===== config.mk =====
export PLATFORM = sky130hd
export DESIGN_NAME = sif_regs
export DESIGN_NICKNAME = d
export VERILOG_FILES = /design/src/sif_pkg.sv /design/src/sif_regs.sv
export SDC_FILE = /design/constraint.sdc
export NUM_CORES = 1
export LEC_CHECK = 0
export ABC_AREA = 0
export CORE_MARGIN = 5
export CORE_UTILIZATION = 51
export CTS_BUF_LIST = sky130_fd_sc_hd__clkbuf_8
export CTS_CLUSTER_SIZE = 24
export DETAILED_ROUTE_END_ITERATION = 8
export DONT_BUFFER_PORTS = 1
export PLACE_DENSITY = 0.66
export SYNTH_ARGS = -nofsm -noshare
export SYNTH_HDL_FRONTEND = slang
export SYNTH_SLANG_ARGS = --single-unit

===== constraint.sdc =====
create_clock -name core_clk -period 3.3 [get_ports core_clk]
set_clock_uncertainty 0.05 [all_clocks]
set_input_delay 0.33 -clock core_clk [delete_from_list [all_inputs] [get_ports core_clk]]
set_output_delay 0.33 -clock core_clk [all_outputs]
set_load 0.005 [all_outputs]

===== src/sif_pkg.sv =====
// shared constants and carriers for the sync interrupt/monitor register slice
package sif_pkg;

   ////////////////////////////////////////////////////////////////////////////
   // register offsets on the host register port
   localparam logic [7:0] ADDR_PLL_A_IRQ_ENABLE = 8'h0A;
   localparam logic [7:0] ADDR_PLL_B_IRQ_ENABLE = 8'h0B;
   localparam logic [7:0] ADDR_REF01_MON_ENABLE = 8'h0C;
   localparam logic [7:0] ADDR_REF23_MON_ENABLE = 8'h0D;
   localparam logic [7:0] ADDR_REF45_MON_ENABLE = 8'h0E;
   localparam logic [7:0] ADDR_REF67_MON_ENABLE = 8'h0F;
   localparam logic [7:0] ADDR_REF01_FREQ_CODE  = 8'h10;
   localparam logic [7:0] ADDR_PLL_A_STATUS     = 8'h18;
   localparam logic [7:0] ADDR_PLL_B_STATUS     = 8'h19;
   localparam logic [7:0] ADDR_REF_IRQ_ENABLE   = 8'h1A;
   localparam logic [7:0] ADDR_REF01_FAIL       = 8'h1C;
   localparam logic [7:0] ADDR_REF67_FAIL       = 8'h1F;

   ////////////////////////////////////////////////////////////////////////////
   // field positions and widths
   localparam int PLL_A_EN_BITS   = 7;  // bits 6:0, bit 7 reserved
   localparam int PLL_B_EN_BITS   = 4;  // bits 3:0, bits 7:4 reserved
   localparam int PLL_A_STAT_BITS = 6;
   localparam int PLL_B_STAT_BITS = 4;
   localparam int BIT_LOCKED      = 0;
   localparam int BIT_LOCK_LOST   = 1;
   localparam int BIT_HOLDOVER    = 2;
   localparam int BIT_REF_SWITCH  = 3;
   localparam int BIT_SYNC_FAIL0  = 4;
   localparam int BIT_SYNC_FAIL1  = 5;
   localparam int MON_FIELD_BITS  = 4;  // scm, cfm, gst, pfm
   localparam int REF_COUNT       = 8;
   localparam int MON_REG_COUNT   = 4;

   ////////////////////////////////////////////////////////////////////////////
   // reset values
   localparam logic [6:0] RST_PLL_A_EN   = 7'h00;
   localparam logic [3:0] RST_PLL_B_EN   = 4'h0;
   localparam logic [7:0] RST_MON_ENABLE = 8'hFF;
   localparam logic [7:0] RST_REF_IRQ_EN = 8'h00;
   localparam logic [3:0] FREQ_UNKNOWN   = 4'hF;
   localparam logic [7:0] READ_ZERO      = 8'h00;

   // detected-frequency codes
   localparam logic [3:0] FREQ_2K      = 4'h0;
   localparam logic [3:0] FREQ_77M76   = 4'hA;

   ////////////////////////////////////////////////////////////////////////////
   // carriers
   typedef struct packed {
      logic [1:0] sync_fail;   // one per sync input
      logic       ref_switch;
      logic       holdover;
      logic       lock_lost;
      logic       locked;
   } sif_pll_event_type;

   typedef struct packed {
      logic [1:0] valid;       // per reference 1..0
      logic [7:0] code;        // ref1 in 7:4, ref0 in 3:0
   } sif_freq_in_type;

endpackage


===== src/sif_regs.sv =====
`timescale 1ns/1ps

////////////////////////////////////////////////////////////////////////////////
module sif_regs
   import sif_pkg::*;
(
   input  wire logic              core_clk,
   input  wire logic              rst,
   input  wire logic [7:0]        reg_addr,
   input  wire logic [7:0]        reg_wdata,
   input  wire logic              reg_wr,
   input  wire logic              reg_rd,
   output logic      [7:0]        reg_rdata,
   output logic                   irq,
   input  wire sif_pll_event_type pll_a_event,
   input  wire sif_pll_event_type pll_b_event,
   input  wire logic [31:0]       ref_fail_pulse,
   input  wire sif_freq_in_type   ref_freq
);

   /////////////////////////////////////////////////////////////////////////////
   // sticky flag update: the set term wins over any clear
   function automatic logic [7:0] sif_sticky(input logic [7:0] cur,
                                             input logic [7:0] set,
                                             input logic [7:0] clr);
      sif_sticky = (cur & ~clr) | set;
   endfunction

   /////////////////////////////////////////////////////////////////////////////
   // storage
   logic [6:0] pll_a_irq_enable;
   logic [3:0] pll_b_irq_enable;
   logic [7:0] mon_enable [MON_REG_COUNT];
   logic [7:0] ref01_freq_code;
   logic [5:0] pll_a_status;
   logic [3:0] pll_b_status;
   logic [7:0] ref_fail_status [MON_REG_COUNT];
   logic [7:0] ref_irq_enable;

   /////////////////////////////////////////////////////////////////////////////
   // address decode
   wire hit_pll_a_en  = (reg_addr == ADDR_PLL_A_IRQ_ENABLE);
   wire hit_pll_b_en  = (reg_addr == ADDR_PLL_B_IRQ_ENABLE);
   wire hit_mon       = (reg_addr[7:2] == ADDR_REF01_MON_ENABLE[7:2]);
   wire hit_freq      = (reg_addr == ADDR_REF01_FREQ_CODE);
   wire hit_pll_a_st  = (reg_addr == ADDR_PLL_A_STATUS);
   wire hit_pll_b_st  = (reg_addr == ADDR_PLL_B_STATUS);
   wire hit_ref_irq   = (reg_addr == ADDR_REF_IRQ_ENABLE);
   wire hit_fail      = (reg_addr[7:2] == ADDR_REF01_FAIL[7:2]);
   wire [1:0] reg_idx = reg_addr[1:0];

   // write strobes per register, read strobes for the two status registers
   wire wr_pll_a_en   = reg_wr && hit_pll_a_en;
   wire wr_pll_b_en   = reg_wr && hit_pll_b_en;
   wire wr_mon        = reg_wr && hit_mon;
   wire wr_pll_a_st   = reg_wr && hit_pll_a_st;
   wire wr_pll_b_st   = reg_wr && hit_pll_b_st;
   wire wr_ref_irq    = reg_wr && hit_ref_irq;
   wire wr_fail       = reg_wr && hit_fail;
   wire rd_pll_a_st   = reg_rd && hit_pll_a_st;
   wire rd_pll_b_st   = reg_rd && hit_pll_b_st;

   /////////////////////////////////////////////////////////////////////////////
   // channel enable registers; reserved bits are not stored
   // enables reset to zero
   always_ff @(posedge core_clk) begin
      if (rst) begin
         pll_a_irq_enable <= RST_PLL_A_EN;
         pll_b_irq_enable <= RST_PLL_B_EN;
         ref_irq_enable   <= RST_REF_IRQ_EN;
      end else begin
         if (wr_pll_a_en)
            pll_a_irq_enable <= reg_wdata[PLL_A_EN_BITS-1:0];
         if (wr_pll_b_en)
            pll_b_irq_enable <= reg_wdata[PLL_B_EN_BITS-1:0];
         if (wr_ref_irq)
            ref_irq_enable <= reg_wdata;
      end
   end

   /////////////////////////////////////////////////////////////////////////////
   // channel status: events set sticky bits, write one clears
   // reading the status also clears the switch flag
   // struct order puts locked at bit 0
   // channel A sync failures land in bits 5:4; channel B drops them
   wire [7:0] pll_a_set = {2'h0, pll_a_event};
   wire [7:0] pll_b_set = {4'h0, pll_b_event[3:0]};
   wire [7:0] rd_clr_sw = 8'h01 << BIT_REF_SWITCH;   // switch flag position
   wire [7:0] pll_a_clr = (wr_pll_a_st ? reg_wdata : READ_ZERO)
                        | (rd_pll_a_st ? rd_clr_sw : READ_ZERO);
   wire [7:0] pll_b_clr = (wr_pll_b_st ? reg_wdata : READ_ZERO)
                        | (rd_pll_b_st ? rd_clr_sw : READ_ZERO);
   wire [7:0] next_pll_a_status = sif_sticky({2'h0, pll_a_status},
                                             pll_a_set, pll_a_clr);
   wire [7:0] next_pll_b_status = sif_sticky({4'h0, pll_b_status},
                                             pll_b_set, pll_b_clr);

   // status flip-flops
   always_ff @(posedge core_clk) begin
      if (rst) begin
         pll_a_status <= 6'h00;
         pll_b_status <= 4'h0;
      end else begin
         pll_a_status <= next_pll_a_status[PLL_A_STAT_BITS-1:0];
         pll_b_status <= next_pll_b_status[PLL_B_STAT_BITS-1:0];
      end
   end

   /////////////////////////////////////////////////////////////////////////////
   // per-pair monitor enables and sticky failure flags
   genvar gi;
   generate
      for (gi = 0; gi < MON_REG_COUNT; gi++) begin : g_mon
         // only enabled indicators reach the flags
         wire [7:0] fail_set = ref_fail_pulse[8*gi +: 8] & mon_enable[gi];
         wire [7:0] fail_clr = (wr_fail && reg_idx == gi) ? reg_wdata
                                                          : READ_ZERO;
         // even ref in low nibble, odd ref in high nibble
         wire       wr_this  = wr_mon && (reg_idx == gi);

         // monitor enables reset to all ones
         always_ff @(posedge core_clk) begin
            if (rst)
               mon_enable[gi] <= RST_MON_ENABLE;
            else if (wr_this)
               mon_enable[gi] <= reg_wdata;
         end

         always_ff @(posedge core_clk) begin
            if (rst)
               ref_fail_status[gi] <= READ_ZERO;
            else
               ref_fail_status[gi] <= sif_sticky(ref_fail_status[gi],
                                                 fail_set, fail_clr);
         end
      end
   endgenerate

   // one summary flag per reference
   wire [REF_COUNT-1:0] ref_any;
   generate
      for (gi = 0; gi < REF_COUNT; gi++) begin : g_any
         assign ref_any[gi] =
            |ref_fail_status[gi/2][MON_FIELD_BITS*(gi%2) +: MON_FIELD_BITS];
      end
   endgenerate

   /////////////////////////////////////////////////////////////////////////////
   // detected frequency codes for references 0 and 1
   // codes pass through as reported by the detector
   // upper code range passes the same way
   // no valid detection reads as all ones
   wire [3:0] next_freq0 = ref_freq.valid[0] ? ref_freq.code[3:0]
                                             : FREQ_UNKNOWN;
   wire [3:0] next_freq1 = ref_freq.valid[1] ? ref_freq.code[7:4]
                                             : FREQ_UNKNOWN;

   // ref0 low nibble, ref1 high nibble
   always_ff @(posedge core_clk) begin
      if (rst)
         ref01_freq_code <= {FREQ_UNKNOWN, FREQ_UNKNOWN};
      else
         ref01_freq_code <= {next_freq1, next_freq0};
   end

   /////////////////////////////////////////////////////////////////////////////
   // interrupt: any set flag whose enable is one
   // channel A enable gates its flags
   wire irq_a   = |(pll_a_status & pll_a_irq_enable[PLL_A_STAT_BITS-1:0]);
   // channel B enable gates its flags
   wire irq_b   = |(pll_b_status & pll_b_irq_enable);
   wire irq_ref = |(ref_any & ref_irq_enable);
   // level output from any enabled source
   wire next_irq = irq_a || irq_b || irq_ref;

   always_ff @(posedge core_clk) begin
      if (rst)
         irq <= 1'b0;
      else
         irq <= next_irq;
   end

   /////////////////////////////////////////////////////////////////////////////
   // read mux; reserved bits and unmapped addresses read zero
   // bit 7 of channel A reads as its default
   wire [7:0] rd_pll_a_en = {1'b0, pll_a_irq_enable};
   wire [7:0] rd_pll_b_en = {4'h0, pll_b_irq_enable};
   wire [7:0] next_rdata =
      hit_pll_a_en ? rd_pll_a_en :
      hit_pll_b_en ? rd_pll_b_en :
      hit_mon      ? mon_enable[reg_idx] :
      hit_freq     ? ref01_freq_code :
      hit_pll_a_st ? {2'h0, pll_a_status} :
      hit_pll_b_st ? {4'h0, pll_b_status} :
      hit_ref_irq  ? ref_irq_enable :
      hit_fail     ? ref_fail_status[reg_idx] :
                     READ_ZERO;

   // read data valid in the cycle after the strobe only
   always_ff @(posedge core_clk) begin
      if (rst)
         reg_rdata <= READ_ZERO;
      else if (reg_rd)
         reg_rdata <= next_rdata;
      else
         reg_rdata <= READ_ZERO;
   end
endmodule


### Word level (Yosys, flattened, before mapping)

Memory sizes are Yosys's and may differ from the RTL's.
Index checks and enable logic that the tools add are counted.

| word-level totals | value |
|---|---|
| bits in registers | 46 |
| bits in latches | 0 |
| RAM bits | 64 |
| ROM bits | 0 |
| bits of input ports | 74 |
| output and inout port bits | 9 |
| logic and storage cells | 135 |
| memories | 2 |

Memory list:

| name | words | bits a word | read ports | clocked after memory_dff | wr ports | line | RTL |
|---|---|---|---|---|---|---|---|
| mon_enable | 4 | 8 | 5 | 0 | 4 | sif_regs.sv:33 | `logic [7:0] mon_enable [MON_REG_COUNT];` |
| ref_fail_status | 4 | 8 | 5 | 0 | 4 | sif_regs.sv:37 | `logic [7:0] ref_fail_status [MON_REG_COUNT];` |

| operators by class | value |
|---|---|
| add/sub/neg operators | 0 |
| $mul | 0 |
| divide/modulo/power cells | 0 |
| $lt $le $gt $ge | 0 |
| eq/ne operators | 11 |
| shift operators | 0 |
| mux-type cells | 39 |
| bitwise operators | 38 |
| reduce and logical (&&, ||, !) cells | 35 |

Operator list:

| cell | number |
|---|---|
| $mux 8 | 18 |
| $and 8x8->8 | 9 |
| $reduce_or 4->1 | 10 |
| $eq 8x5->1 const B | 4 |
| $not 8->8 | 4 |
| $or 8x8->8 | 4 |
| $logic_and 1x1->1 | 17 |
| $eq 8x4->1 const B | 2 |
| $mux 1 | 15 |
| $mux 7 | 2 |
| $and 6x6->6 | 2 |
| $mux 4 | 3 |
| $and 4x4->4 | 2 |
| $or 1x1->1 | 8 |
| $or 4x4->4 | 2 |
| $reduce_or 8->1 | 1 |
| $eq 6x2->1 const B | 1 |
| $eq 6x3->1 const B | 1 |
| $mux 6 | 1 |
| $not 6->6 | 1 |
| $or 6x4->6 | 1 |
| $or 6x6->6 | 1 |
| $reduce_or 2->1 | 3 |
| $reduce_or 6->1 | 1 |
| 6 further kinds | 10 |

### Depth between registers and ports, before layout

Gate-level depths: netlist of the first run.

| depth | value |
|---|---|
| depth in word-level cells | 9 |
| mapped depth | 8 |
| depth with buffers taken out | 5 |

### Worst setup path after synthesis of the first run

OpenSTA, ideal clock, no wires.

| timing | value |
|---|---|
| path type | input -> register |
| start | input reg_addr[0] |
| end | memory mon_enable[3][0] (enable) |
| library setup time | 330 ps |
| arrival time | 1544 ps |
| required time | 2920 ps |
| path slack | 1376 ps |
| cell stages on the path | 5 |
| buffers on the path | 4 |
| cell sequence | buf_4 > buf_2 > buf_4 > buf_2 > a41o_1 |

RTL lines:

| element | line | RTL |
|---|---|---|
| from (decl) | sif_regs.sv:9 | `input wire logic [7:0] reg_addr,` |
| to (decl) | sif_regs.sv:33 |  |

==> reports/qor.txt, run 1 <==
STATUS
------------------------------------------------------------------------------------
Result of the run .....................................................    completed

SYNTH
------------------------------------------------------------------------------------
Cell count after synthesis ............................................          506
Most frequent cells after synthesis ................................... 78 x dfxtp_1, 57 x nand2_1, 56 x a21oi_1, 43 x nand3_1, 42 x o21ai_0
Library cell with the highest instance count after synthesis ..........      dfxtp_1
Distinct cells, synth .................................................           56
Post-synthesis net count ..............................................          580
Most used DFF post-synth ..............................................      dfxtp_1
Count of synthesis-stage warnings from yosys ..........................            0
Post-synth EDFFs ......................................................           32
Area of the mapped netlist ............................................    5010 um^2
Async S/R FF share, synth .............................................           0%
Number of storage elements in the synthesis netlist ...................          110
Fraction of synthesized cell area taken by the top area cell type .....        31.2%
Area leader, netlist ..................................................      dfxtp_1
Cell types occupying the most area after synthesis .................... dfxtp_1 31%, edfxtp_1 19%, mux4_2 7.2%, a21oi_1 5.6%, nand3_1 4.3%
Post-synthesis average cell area ......................................    9.91 um^2
Register area share after synthesis ...................................        50.3%

STA
------------------------------------------------------------------------------------
Unrepaired setup endpoints after global routing .......................           no
Number of max-slew violations in the final report .....................            0
PnR worst setup slack .................................................      1.44 ns
Hold violation total from the final report ............................            0
Accumulated negative setup slack ......................................         0 ns
Highest achievable clock rate .........................................      537 MHz
Post-route fraction of the period consumed by the critical path .......        56.5%
Final setup viols .....................................................            0
Worst slew margin .....................................................        65.6%
Transition at the pin with the smallest max-transition slack ..........     0.503 ns
Crit path time final ..................................................      1.86 ns

FLOORPLANNING
------------------------------------------------------------------------------------
Die area ..............................................................   11900 um^2
Placeable core region .................................................    9680 um^2
Number of top-level pins ..............................................           83
Row cnt ...............................................................           36
Effective utilization at floorplan ....................................        51.8%
Horizontal extent of the die ..........................................       109 um
Die boundary height ...................................................       109 um

ROUTING
------------------------------------------------------------------------------------
Iteration count of the initial detailed-routing pass ..................            5
Routed vias ...........................................................         4085
Wire length after detailed routing ....................................     14400 um
DRC violation count after routing .....................................            0
Via/cell ratio ........................................................         6.38
Violation count after the first detailed-route iteration ..............          383
Final ANT Viol Nets ...................................................            0
Routed wirelength normalized by instance count ........................      22.5 um

CRITICAL PATH
------------------------------------------------------------------------------------
Register-to-register setup slack ......................................      1.68 ns
Data arrival time of the critical path ................................      1.95 ns
Startpoint types ......................................................    input pin
Family with the most delay on the worst path .......................... simple AND/OR/NAND/NOR gates
Nature of the critical path endpoint ..................................    flip-flop
Crit path buf inv count ...............................................            0
Critical path data required time ......................................      3.38 ns
Cells along the critical path ......................................... nand4bb_1 > or3_1 > nor3b_2 > and3_1 > nand2_1
Largest fanout of any net on the critical path ........................           11
Slowest Stage Delay on Critical Path ..................................      0.55 ns
Setup Crit Path Kind .................................................. input pin to flip-flop
Master of the slowest instance on the critical path ...................        or3_1

FINISH
------------------------------------------------------------------------------------
Storage element area ..................................................    2520 um^2
Synth-to-Final Area Change ............................................        7.56%
Filler instances ......................................................          886
Final core utilization ................................................        55.7%
Fraction of layout instances using a drive strength above 1 ...........        10.3%
Area used by multi-input combinational logic ..........................    2290 um^2
Layout net count ......................................................          576
Total inserted antenna cells ..........................................            0

CLOCKING
------------------------------------------------------------------------------------
Clock root buffer .....................................................     clkbuf_8
Number of setup buffers added after CTS ...............................            0
Clock sink total ......................................................          110
Number of buffers added by the clock tree synthesis step ..............            9
CTS H-tree lvls .......................................................            3
Clock-pin slew on the worst setup and hold paths ......................      0.11 ns
TritonCTS clock tree ..................................................        built
Largest buffer count on any clock path ................................            2
Skew-Pair Late Insertion Delay ........................................      0.38 ns

POWER
------------------------------------------------------------------------------------
Power per cell area ...................................................  465 nW/um^2
Static leakage power ..................................................      1.82 nW
Largest vdd supply drop ...............................................     0.222 mV
Overall power consumption .............................................    0.00251 W

GLOBAL ROUTE
------------------------------------------------------------------------------------
Largest net degree at the start of global routing .....................           63
Via count of the first global-routing pass ............................         4109
GRT overflow ..........................................................            0
Number of antenna violations at the first check in global routing .....            0
Global-route total usage across every layer ...........................        25.2%
First-pass GRT wire length ............................................     22600 um

RUN
------------------------------------------------------------------------------------
Reported max-cap violation count ......................................            0

WORST HOLD PATH
------------------------------------------------------------------------------------
Min-Delay Path Class .................................................. input pin to flip-flop

PLACE
------------------------------------------------------------------------------------
Weighted congestion at the end of routability-driven global placement .        0.923
IO Port Bufs ..........................................................            0
Worst slack after detailed placement ..................................      1.03 ns
Detailed placement HPWL ...............................................     10300 um

==> metal layers <==
metal / GRT usage (%) / share of wire [%] / up-vias
li1: - / - / 1881
met1: 32.7 / 39 / 1954
met2: 40.7 / 48 / 212
met3: 6.75 / 10 / 38
met4: 8.39 / 2.6 / 0
met5: 0 / 0 / -
==> stage by stage <==
| step | std cells | instance area, um^2 | hold slack [ns] |
|---|---|---|---|
| 2_1_floorplan | 506 | 5010 | 0.381 |
| 3_3_place_gp | 617 | 5100 | 0.356 |
| 3_5_place_dp | 617 | 5100 | 0.358 |
| 4_1_cts | 640 | 5390 | 0.00204 |
| 5_1_grt | 640 | 5390 | 0.00199 |
| 6_report | 640 | 5390 | 0.0100 |
==> sequential cells by signal (all words and copies together) (netlist names) <==
name	cells
mon_enable	32
ref_fail_status	32
ref01_freq_code	8
ref_irq_enable	8
reg_rdata	8
pll_a_irq_enable	7
pll_a_status	6
pll_b_irq_enable	4
pll_b_status	4
irq	1
==> cell usage in the layout (no fill, tap or decap), drive strengths merged, types with 2 or more instances in the layout <==
cell / count
dfxtp: 78
mux4: 16
a31o: 3
o211ai: 7
or3: 2
a21o: 2
nand2: 57
mux2i: 16
nand4: 6
nand4b: 4
o41ai: 8
nor2: 27
buf: 10
clkbuf: 9
clkinv: 2
nand2b: 10
a2111oi: 2
a21oi: 56
nor3: 5
o21ai: 43
edfxtp: 32
a22oi: 7
o221ai: 3
nor2b: 5
a31oi: 4
dlygate4sd3: 6
inv: 19
and3: 4
nand3: 43
==> path summary, 6_finish.rpt <==
| check | cells after the start | from | endpoint |
|---|---|---|---|
| max | 5 | reg_addr[6] | mon_enable[3][7] |
| min | 1 | ref_freq[1] | ref01_freq_code[1] |
| max reg2reg | 4 | ref_fail_status[3][0] | reg_rdata[0] |
| min reg2reg | 2 | pll_a_irq_enable[1] | pll_a_irq_enable[1] |
==> cells by family after synthesis <==
logic type	synth area share [%]
AO/OA/AOI/OAI	17.9
AND/OR/NAND/NOR	17.4
flip-flops	50.3
buffers and inverters	3.94
multiplexers	10.4
==> layout make-up <==
cell class	count	area share (%)
repair buffers	16	2.88
clock buffers	9	2.30
clock inverters	7	1.46
multi-input cells	351	42.5
well taps	133	3.09
flip-flops and latches	110	46.8
inverters	14	0.975
==> power by group <==
part | internal, W | switching, W | total [W]
logic | 0.0000859 | 0.000103 | 0.000188
registers | 0.00145 | 0.0000430 | 0.00149
clock network | 0.000310 | 0.000519 | 0.000830
total | 0.00184 | 0.000665 | 0.00251
==> what timing repair did <==
action                                 4_1_cts  5_1_grt
hold buffers                                 7        0
endpoints found under the hold margin       68        0
gates resized for setup                      0        0
(Power assumes the default switching activity.)
==> run 2, diff against run 1 <==
PLACE_DENSITY = 0.69   (was 0.66)
clock period = 1.7 ns   (was 3.3 ns; I/O delays follow)
==> reports/qor.txt, run 2 (synthesis gave the netlist of run 1 again) <==
ROUTING
------------------------------------------------------------------------------------
Routed wirelength normalized by instance count ........................      21.7 um   was 22.5 um
Iteration count of the initial detailed-routing pass ..................            5   unchanged
Wire length after detailed routing ....................................     15700 um   was 14400 um
Final ANT Viol Nets ...................................................            0   unchanged
DRC violation count after routing .....................................            0   unchanged
Via/cell ratio ........................................................         6.31   was 6.38
Violation count after the first detailed-route iteration ..............          474   was 383
Routed vias ...........................................................         4563   was 4085

CLOCKING
------------------------------------------------------------------------------------
CTS H-tree lvls .......................................................            3   unchanged
Clock root buffer .....................................................     clkbuf_8   unchanged
Clock-pin slew on the worst setup and hold paths ......................      0.10 ns   was 0.11 ns
Clock sink total ......................................................          110   unchanged
TritonCTS clock tree ..................................................        built   unchanged
Skew-Pair Late Insertion Delay ........................................      0.37 ns   was 0.38 ns
Largest buffer count on any clock path ................................            2   unchanged
Number of buffers added by the clock tree synthesis step ..............            9   unchanged

GLOBAL ROUTE
------------------------------------------------------------------------------------
First-pass GRT wire length ............................................     24700 um   was 22600 um
Via count of the first global-routing pass ............................         4589   was 4109
GRT overflow ..........................................................            0   unchanged
Global-route total usage across every layer ...........................        27.3%   was 25.2%
Largest net degree at the start of global routing .....................           66   was 63
Number of antenna violations at the first check in global routing .....            0   unchanged

CRITICAL PATH
------------------------------------------------------------------------------------
Reg-to-Reg Start ...................................................... ref_fail_status[3][0]   unchanged
Setup Crit Path Kind .................................................. input pin to flip-flop   unchanged
Startpoint types ......................................................    input pin   unchanged
Nature of the critical path endpoint ..................................    flip-flop   unchanged
Length in cells of the worst reg-to-reg path ..........................            4   unchanged
Critical path data required time ......................................      1.95 ns   was 3.38 ns
Largest fanout of any net on the critical path ........................            5   was 11
Terminus of the critical flop-to-flop path ............................ reg_rdata[0]   unchanged
Register-to-register setup slack ......................................      0.08 ns   was 1.68 ns
Data arrival time of the critical path ................................      1.90 ns   was 1.95 ns

FINISH
------------------------------------------------------------------------------------
Biggest registers after layout ........................................ mon_enable (32), ref_fail_status (32)   unchanged
Layout net count ......................................................          659   was 576
Synth-to-Final Area Change ............................................        24.9%   was 7.56%
Filler instances ......................................................          760   was 886
Fraction of layout instances using a drive strength above 1 ...........        12.0%   was 10.3%
Top library cells by usage in the layout, fill and taps aside ......... 78 x dfxtp_1, 75 x dlygate4sd3_1, 57 x nand2_1   was 78 x dfxtp_1, 57 x nand2_1, 56 x a21oi_1
Most common cell after layout, fill and taps aside ....................      dfxtp_1   unchanged
Total inserted antenna cells ..........................................            0   unchanged
Filler-free cell count of the finished design .........................          723   was 640

PLACE
------------------------------------------------------------------------------------
Worst slack after detailed placement ..................................   -0.0911 ns   was 1.03 ns
Placed cell count .....................................................          629   was 617
Weighted congestion at the end of routability-driven global placement .         1.02   was 0.923
Detailed placement HPWL ...............................................     10400 um   was 10300 um
IO Port Bufs ..........................................................            0   unchanged

POWER
------------------------------------------------------------------------------------
Power per cell area ...................................................  824 nW/um^2   was 465 nW/um^2
Overall power consumption .............................................    0.00516 W   was 0.00251 W
Largest vdd supply drop ...............................................     0.457 mV   was 0.222 mV
Static leakage power ..................................................      2.19 nW   was 1.82 nW

STA
------------------------------------------------------------------------------------
PnR worst setup slack .................................................    0.0512 ns   was 1.44 ns
Transition at the pin with the smallest max-transition slack ..........     0.397 ns   was 0.503 ns
Highest achievable clock rate .........................................      607 MHz
Accumulated negative setup slack ......................................         0 ns   unchanged
Post-route fraction of the period consumed by the critical path .......        97.0%
Unrepaired setup endpoints after global routing .......................           no   unchanged
Crit path time final ..................................................      1.65 ns
Worst slew margin .....................................................        73.2%   was 65.6%
Number of max-slew violations in the final report .....................            0   unchanged
Final setup viols .....................................................            0   unchanged
Hold violation total from the final report ............................            0   unchanged

FLOORPLANNING
------------------------------------------------------------------------------------
Horizontal extent of the die ..........................................       109 um   unchanged
Placeable core region .................................................    9680 um^2   unchanged
Number of top-level pins ..............................................           83   unchanged
Row cnt ...............................................................           36   unchanged
Effective utilization at floorplan ....................................        51.8%   unchanged
Die area ..............................................................   11900 um^2   unchanged
Die boundary height ...................................................       109 um   unchanged

WORST HOLD PATH
------------------------------------------------------------------------------------
Hold Crit Depth .......................................................            2   was 1
Worst hold endpoint ................................................... ref01_freq_code[1]   unchanged
Hold path startpoint ..................................................  ref_freq[8]   was ref_freq[1]
Min-Delay Path Class .................................................. input pin to flip-flop   unchanged

RUN
------------------------------------------------------------------------------------
Reported max-cap violation count ......................................            0   unchanged

STATUS
------------------------------------------------------------------------------------
Result of the run .....................................................    completed   unchanged

run 2: cell count changes in the layout (fill, tap and decap cells not counted), sizes merged:
cell and change:
clkinv +1, buf +14, clkbuf +1, dlygate4sd3 +69, inv -4, bufinv +2
run 2: worst max path at each step:
| stage | cells past startpoint | slack [ns] | startpoint | endpoint |
|---|---|---|---|---|
| global route | 7 | 0.03 | reg_addr[5] | pll_a_status[2] |
| CTS | 6 | 0.06 | reg_addr[7] | pll_a_irq_enable[4] |
| floorplan | 6 | 0.02 | reg_addr[6] | mon_enable[3][0] |
| detailed placement | 7 | -0.09 | reg_addr[6] | ref_fail_status[3][1] |
| global placement | 6 | -0.06 | reg_addr[6] | reg_rdata[0] |
| finish | 6 | 0.05 | reg_addr[7] | pll_a_irq_enable[0] |
run 2: timing repair:
item                                   in CTS  in global routing
endpoints found under the hold margin      71                  0
resized for setup                           0                  7
hold buffers                               76                  0
setup endpoints to repair                   0                 10
setup buffers                               0                  1
run 2: where the power goes:
| part | switching (W) | internal [W] | total [W] | leakage [nW] |
|---|---|---|---|---|
| clock | 0.000878 | 0.000870 | 0.00175 | 0.116 |
| combinational | 0.000240 | 0.000271 | 0.000511 | 1.11 |
| sequential | 0.0000876 | 0.00281 | 0.00290 | 0.963 |
run 2: per-layer routing:
layer,global-route usage (%),routed length (um)
met4,12.1,626
met5,0,0
met3,4.38,1490
met2,46.1,7710
met1,34.5,5900
run 2: layout make-up:
| type | count | area, um^2 | area share [%] |
|---|---|---|---|
| clock inverters | 6 | 85.1 | 1.36 |
| inverters | 14 | 52.6 | 0.839 |
| multi-input cells | 351 | 2340 | 37.3 |
| clock buffers | 10 | 138 | 2.20 |
| flip-flops and latches | 110 | 2520 | 40.3 |
| repair buffers | 99 | 961 | 15.3 |
| well taps | 133 | 166 | 2.66 |
run 2: critical path, cell delays in order:
cell,delay [ns]
or3_4,0.42
nor4_4,0.28
buf_2,0.23
nand3_1,0.09
dlygate4sd3_1,0.58
a21oi_1,0.12
run 2: per-stage QoR:
stage               instance area [um^2]  hold slack, ns  util (%)
detailed placement                  5220           0.199      53.9
global placement                    5220           0.196      53.9
CTS                                 6220       0.0000547      64.2
floorplan                           5030           0.221         -
global route                        6260          0.0292      64.7
finish                              6260          0.0213      64.7
